File: config.mk
export PLATFORM = sky130hd
export DESIGN_NAME = aof_formatter
export DESIGN_NICKNAME = d
export VERILOG_FILES = /design/src/aof_pkg.sv /design/src/aof_formatter.sv
export SDC_FILE = /design/constraint.sdc
export NUM_CORES = 1
export LEC_CHECK = 0
export BUFFER_PORTS_ARGS = -buffer_cell sky130_fd_sc_hd__clkbuf_2
export CAP_MARGIN = 25
export CORE_ASPECT_RATIO = 0.9
export CORE_MARGIN = 2
export CORE_UTILIZATION = 45
export DETAILED_ROUTE_END_ITERATION = 10
export GPL_TIMING_DRIVEN = 0
export PLACE_DENSITY = 0.75
export SYNTH_ARGS = -nofsm -noshare
export SYNTH_HDL_FRONTEND = slang
export SYNTH_SLANG_ARGS = --single-unit
File: constraint.sdc
create_clock -name clock -period 3.3 [get_ports clock]
set_clock_uncertainty 0.1 [all_clocks]
set_input_delay 0 -clock clock [delete_from_list [all_inputs] [get_ports clock]]
set_output_delay 0 -clock clock [all_outputs]
set_load 0.01 [all_outputs]
File: src/aof_pkg.sv
package aof_pkg;
    localparam int DATA_W = 10;
    localparam int PHASE_W = 6;
    localparam int CTRL_W = 8;
    localparam int ADDR_W = 4;
    // Register addresses
    localparam logic [ADDR_W-1:0] CTRL_ADDR = 4'h0;
    localparam logic [ADDR_W-1:0] PHASE_ADDR = 4'h1;
    localparam logic [ADDR_W-1:0] STATUS_ADDR = 4'h2;
    // Control word field positions
    localparam int TRISTATE_BIT = 3;
    localparam int TRANSPARENT_BIT = 4;
    localparam int GRAY_BIT = 5;
    localparam logic [CTRL_W-1:0] CTRL_RESET = 8'h00;
    localparam logic [PHASE_W-1:0] PHASE_RESET = 6'h00;
    localparam logic [PHASE_W-1:0] PHASE_START = 6'h00;
    localparam logic [PHASE_W-1:0] PHASE_ONE = 6'h01;
endpackage : aof_pkg

File: src/aof_formatter.sv
// The plain strobed port and the register addresses were chosen for this implementation.
`timescale 1ns/1ps
// Functional notes
// - Normally the result is captured at the programmed output phase.
// - Control bit 4 set makes the output latch transparent.
// - Control bit 3 set releases all data pins (high impedance).
// - Control bit 5 selects Gray code; zero gives straight binary.
module aof_formatter (
    input wire logic clock,
    input wire logic nrst,
    input wire logic [aof_pkg::ADDR_W-1:0] reg_addr,
    input wire logic [31:0] reg_wdata,
    input wire logic reg_write,
    input wire logic reg_read,
    output logic [31:0] reg_rdata,
    input wire logic pixel_start,
    input wire logic [aof_pkg::DATA_W-1:0] conv_data,
    output logic [aof_pkg::DATA_W-1:0] data_out,
    output logic [aof_pkg::DATA_W-1:0] data_oe
);
    import aof_pkg::*;

    logic [CTRL_W-1:0] frontend_control_word, next_ctrl;
    logic [PHASE_W-1:0] out_phase, next_phase;
    logic [PHASE_W-1:0] phase_cnt, next_cnt;
    logic [DATA_W-1:0] latch, next_latch;
    logic [DATA_W-1:0] next_out;
    logic [31:0] next_rdata;
    logic capture;
    logic transparent;
    logic gray_mode;
    logic tristate;
    logic [DATA_W-1:0] coded;

    assign transparent = frontend_control_word[TRANSPARENT_BIT];
    assign gray_mode = frontend_control_word[GRAY_BIT];
    assign tristate = frontend_control_word[TRISTATE_BIT];

    // Register writes and read data
    always_comb begin
        next_ctrl = frontend_control_word;
        next_phase = out_phase;
        next_rdata = 32'h0000_0000;
        if (reg_write) begin
            if (reg_addr == CTRL_ADDR) begin
                next_ctrl = reg_wdata[CTRL_W-1:0];
            end else if (reg_addr == PHASE_ADDR) begin
                next_phase = reg_wdata[PHASE_W-1:0];
            end
        end
        if (reg_read) begin
            if (reg_addr == CTRL_ADDR) begin
                next_rdata = {{(32-CTRL_W){1'b0}}, frontend_control_word};
            end else if (reg_addr == PHASE_ADDR) begin
                next_rdata = {{(32-PHASE_W){1'b0}}, out_phase};
            end else if (reg_addr == STATUS_ADDR) begin
                next_rdata = {{(32-DATA_W){1'b0}}, latch};
            end
        end
    end

    // Phase counter restarts on each pixel start
    always_comb begin
        if (pixel_start) begin
            next_cnt = PHASE_START;
        end else begin
            next_cnt = phase_cnt + PHASE_ONE;
        end
        capture = (next_cnt == out_phase);
    end

    // Gray conversion
    always_comb begin
        coded = conv_data;
        if (gray_mode) begin
            coded = conv_data ^ (conv_data >> 1);
        end
    end

    always_comb begin
        next_latch = latch;
        if (capture) begin
            next_latch = coded;
        end
        if (transparent) begin
            next_out = coded;
        end else begin
            next_out = next_latch;
        end
    end

    always_ff @(posedge clock or negedge nrst) begin
        if (!nrst) begin
            frontend_control_word <= CTRL_RESET;
            out_phase <= PHASE_RESET;
            phase_cnt <= PHASE_START;
            latch <= '0;
            data_out <= '0;
            reg_rdata <= 32'h0000_0000;
        end else begin
            frontend_control_word <= next_ctrl;
            out_phase <= next_phase;
            phase_cnt <= next_cnt;
            latch <= next_latch;
            data_out <= next_out;
            reg_rdata <= next_rdata;
        end
    end

    assign data_oe = tristate ? '0 : '1;

    transparent_follow_a:
    assert property (@(posedge clock) disable iff (!nrst)
        frontend_control_word[TRANSPARENT_BIT] && !$past(reg_write)
        |-> data_out == $past(coded))
        else $error("transparent output mismatch");
    tristate_pins_a:
    assert property (@(posedge clock) disable iff (!nrst)
        tristate |-> data_oe == '0)
        else $error("pins driven in tristate");
    driven_pins_a:
    assert property (@(posedge clock) disable iff (!nrst)
        !tristate |-> data_oe == '1)
        else $error("pins released when enabled");
    gray_msb_a:
    assert property (@(posedge clock) disable iff (!nrst)
        coded[DATA_W-1] == conv_data[DATA_W-1])
        else $error("gray msb changed");
    binary_pass_a:
    assert property (@(posedge clock) disable iff (!nrst)
        !gray_mode |-> coded == conv_data)
        else $error("binary not straight");
    gray_code_a:
    assert property (@(posedge clock) disable iff (!nrst)
        gray_mode |-> coded == (conv_data ^ (conv_data >> 1)))
        else $error("gray code wrong");
    phase_capture_a:
    assert property (@(posedge clock) disable iff (!nrst)
        capture && !transparent |=> data_out == latch)
        else $error("phase capture not presented");
    latch_hold_a:
    assert property (@(posedge clock) disable iff (!nrst)
        !capture |=> latch == $past(latch))
        else $error("latch changed off phase");
    cov_capture_c: cover property (@(posedge clock) capture && !transparent);
    cov_transp_c: cover property (@(posedge clock) transparent);
    cov_gray_c: cover property (@(posedge clock) gray_mode && capture);
    cov_tri_c: cover property (@(posedge clock) tristate);
endmodule : aof_formatter

Word-level counts from Yosys, hierarchy flattened. Cells that the tools add are included.

Output and inout port bits: 52. Word-level logic and storage cells: 24. Register bits: 72. Bits of input ports: 51.

Muxes and demuxes: 9. Bitwise logic cells: 2. Eq/ne operators: 3. Reduce and logical (&&, ||, !) cells: 3. $add $sub $neg: 1.

Operator list (count): two-way mux 10 bit (8); XOR 10 x 9 -> 10 bit (1); adder 6 x 1 -> 6 bit, second input constant (1); equality test 6 bit (1); two-way mux 6 bit (1); equality test 4 x 1 -> 1 bit, second input constant (1); equality test 4 x 2 -> 1 bit, second input constant (1); zero test 4 bit (1); AND reduction 3 bit (1); AND reduction 2 bit (1); inverter 1 bit (1).

Depth between registers and ports, before layout.
Depth after elaboration: 5. Gate-level depth with buffers: 6. Depth with buffers taken out: 6.

Least setup slack after synthesis. Ideal clock, no wire load.

Kind: register -> register. Start: reg phase_cnt[0]. End: reg data_out[0] (netlist bit). Stages on the path, launching flop included: 6. Setup time: 0.125 ns. Path buffers: 0. Slack: 0.891 ns. Period minus slack after synthesis: 2.409 ns. Arrival: 2.184 ns. Data required time: 3.075 ns. Path through: dfrtp_1 -> ha_1 -> or4_1 -> a311oi_4 -> a41oi_4 -> mux2_2.

Word-level cells in the longest chain between the ends: 5.

Ends and longest elaborated chain: from (decl) (RTL line aof_formatter.sv:25) `logic [PHASE_W-1:0] phase_cnt, next_cnt;`; from (signal assigned) (RTL line aof_formatter.sv:103) `phase_cnt <= next_cnt;`; adder 6 x 1 -> 6 bit (RTL line aof_formatter.sv:67) `next_cnt = phase_cnt + PHASE_ONE;`; two-way mux 6 bit (RTL line aof_formatter.sv:64) `if (pixel_start) begin`; equality test 6 bit (RTL line aof_formatter.sv:69) `capture = (next_cnt == out_phase);`; two-way mux 10 bit (RTL line aof_formatter.sv:82) `if (capture) begin`; two-way mux 10 bit (RTL line aof_formatter.sv:85) `if (transparent) begin`; named net next_out[0] (RTL line aof_formatter.sv:27) `logic [DATA_W-1:0] next_out;`; to (signal assigned) (RTL line aof_formatter.sv:105) `data_out <= next_out;`; to (decl) (RTL line aof_formatter.sv:18) `output logic [aof_pkg::DATA_W-1:0] data_out,`.

The timed path passes the listed nets, and every way through them passes these cells. A chain may end at the register's enable or synchronous reset.

Final worst setup path.
Start: reg phase_cnt[0]. End: reg data_out[1] (netlist bit).

The elaborated chain is that of the path after synthesis.

==> reports/results.ini <==
[clock_tree]
path_clk_slew_ps=90
cts_htree_levels=2
cts_max_path_buffers=2
cts_root_buffer=clkbuf_8
postCtsSetupBuffers=0
clk_latency_ps=300
cts_tree=built
cts.sinks=50
cts_made_buffers=5

[power]
ir_worst_vdd_v=0.000278
combPwrFrac=0.331
swShare=0.310
seq_power_share=0.475
pwr-share-clk=0.194
p_leak_nw=1.64
internal_power_mw=1.29
p_sw_uw=579
power.density_nw_per_um2=572

[detailed_routing]
antenna_left=0
vias_per_cell=4.65
drt_iter0_drc=61
num_vias=1834
dr.pass1.iters=4
drc=0
wirelength_mm=5.04
wl_per_cell_microns=12.8

[finish]
final_cells=394
area_growth_pct=26.7
fin_nets=375
layout-drive-gt1-share=0.432
diodes=0
design_area_sq_um=3270

[yosys]
synth_edf_count=0
ys_seq_area_frac=0.485
synth_seq_cells=50
netlist.area_leader.share=0.485
yosysWarnings=0
synth_area_leaders=dfrtp_1 (49%), mux2_2 (15%), buf_4 (9.0%), xnor2_1 (3.7%), a21oi_1 (2.7%)
ys_types=36
synth_area_leader_cell=dfrtp_1
async_flop_share=1.00
ys_top_cells_by_count=dfrtp_1 (50), mux2_2 (35), buf_4 (31)
synthFlopType=dfrtp_1
yosysMostFrequentCell=dfrtp_1
synthesis.area_sq_um=2580
postSynthAreaPerCell_sq_um=11.5
synthCells=225

[sta]
period_needed_ps=2640
slew_headroom=0.633
fin_crit_sh=0.801
rsz0062_at_grt=false
report.final.slew_viol_count=0
fmax_mhz=378
whs_ps=7.34
finalHoldViolCount=0
setup_viol=0
tns_ps=0
worst_pin_slew_ps=551

[status]
status=completed

[global_routing]
grt_start_max_net_pins=32
grt_pass1_wl_mm=8.09
first_global_vias=1724
antenna_found_initial=0
grt.total_usage=0.163
grt_overflow_total=0

[worst_setup_path]
arrival_ps=2730
critPathRequiredTime_ps=3390
setup.worst_path.class=reg -> reg
setup.worst_path.start_class=flip-flop
ff2ff_path_depth=5
worst_setup_path_end_kind=flip-flop
crit_fanout=10

[floorplanning]
num_rows=26
die_h_microns=75.8
die_w_microns=83.8
io_pins=103
initial_core_util=0.461
core-area_sq_um=5600
die_area_sq_um=6350

[min_path]
min_path_type=in -> reg
hold_depth=3

[run]
drv_cap=0

[placement]
placed_area_sq_um=3050
dp_hpwl_mm=3.77
place_congestion=0.759
place_inst=373
port_buffers=56

-- worst max-delay path: stages (launching register included) --
cell	delay [ps]
dfrtp_1	460
ha_1	370
or4_1	560
a311oi_4	350
a41oi_4	320
mux2_2	360
-- logic make-up after synthesis --
group,share of synthesized area
adders and majority gates,0.00485
other,0.00145
DFF,0.485
and+or+nand+nor,0.114
xor gates and xnor gates,0.0471
muxes,0.164
buffers and inverters,0.115
AOI/OAI and AO/OA,0.0684
-- final timing paths --
kind	start	to	slack, ps
max	phase_cnt[0]	data_out[1]	660
max in group asynchronous	nrst	latch[8]	2460
max reg2reg	phase_cnt[0]	data_out[1]	660
min in group asynchronous	nrst	reg_rdata[2]	100
min	conv_data[4]	latch[4]	7
min reg2reg	frontend_control_word[0]	frontend_control_word[0]	410
-- routing by layer --
layer	vias up	track usage	share of wire	wire length, microns
met1	870	0.220	0.45	2250
met5	-	0	0	0
li1	905	-	-	-
met4	0	0.0430	0.010	51
met3	7	0.0466	0.064	324
met2	52	0.266	0.48	2410
-- power by group through the flow --
stage	registers [mW]	clock network, mW	logic, mW
2_1_floorplan	0.904	0	0.398
3_3_place_gp	0.893	0	0.597
3_5_place_dp	0.899	0	0.613
4_1_cts	0.887	0.373	0.629
5_1_grt	0.904	0.401	0.684
6_report	0.887	0.362	0.619
-- stage by stage --
| step | total power, mW | setup WS, ps | util |
|---|---|---|---|
| 3_3_place_gp | 1.49 | 698 | 0.541 |
| 2_1_floorplan | 1.30 | 891 | - |
| 4_1_cts | 1.89 | 637 | 0.584 |
| 3_5_place_dp | 1.51 | 653 | 0.544 |
| 6_report | 1.87 | 655 | 0.584 |
| 5_1_grt | 1.99 | 555 | 0.584 |
-- final cells by class --
type | instances | area (sq um)
Buffer | 37 | 263
Clock buffer | 7 | 86.3
Clock inverter | 1 | 5.00
Fill cell | 483 | 2330
Inverter | 9 | 33.8
Multi-Input combinational cell | 150 | 1110
Sequential cell | 50 | 1250
Tap cell | 70 | 87.6
Timing Repair Buffer | 70 | 430
-- flip-flops by register name, indices dropped and copies added, names as in the netlist --
name	cells
data_out	10
reg_rdata	10
frontend_control_word	8
latch	10
phase_cnt	6
out_phase	6
-- layout by cell type, fill, tap and decap left out, drive strengths merged, types with 12 or more instances in the layout --
master	count
mux2	35
buf	33
nor2	12
xnor2	12
a21oi	14
nand2	13
conb	22
dlygate4sd3	13
clkbuf	68
dfrtp	50
-- what timing repair did --
action,in CTS,in global routing
hold buffers,13,0
gates resized for setup,0,0
hold endpoints to repair,74,0
No activity file was read; power rests on OpenSTA's default activity.
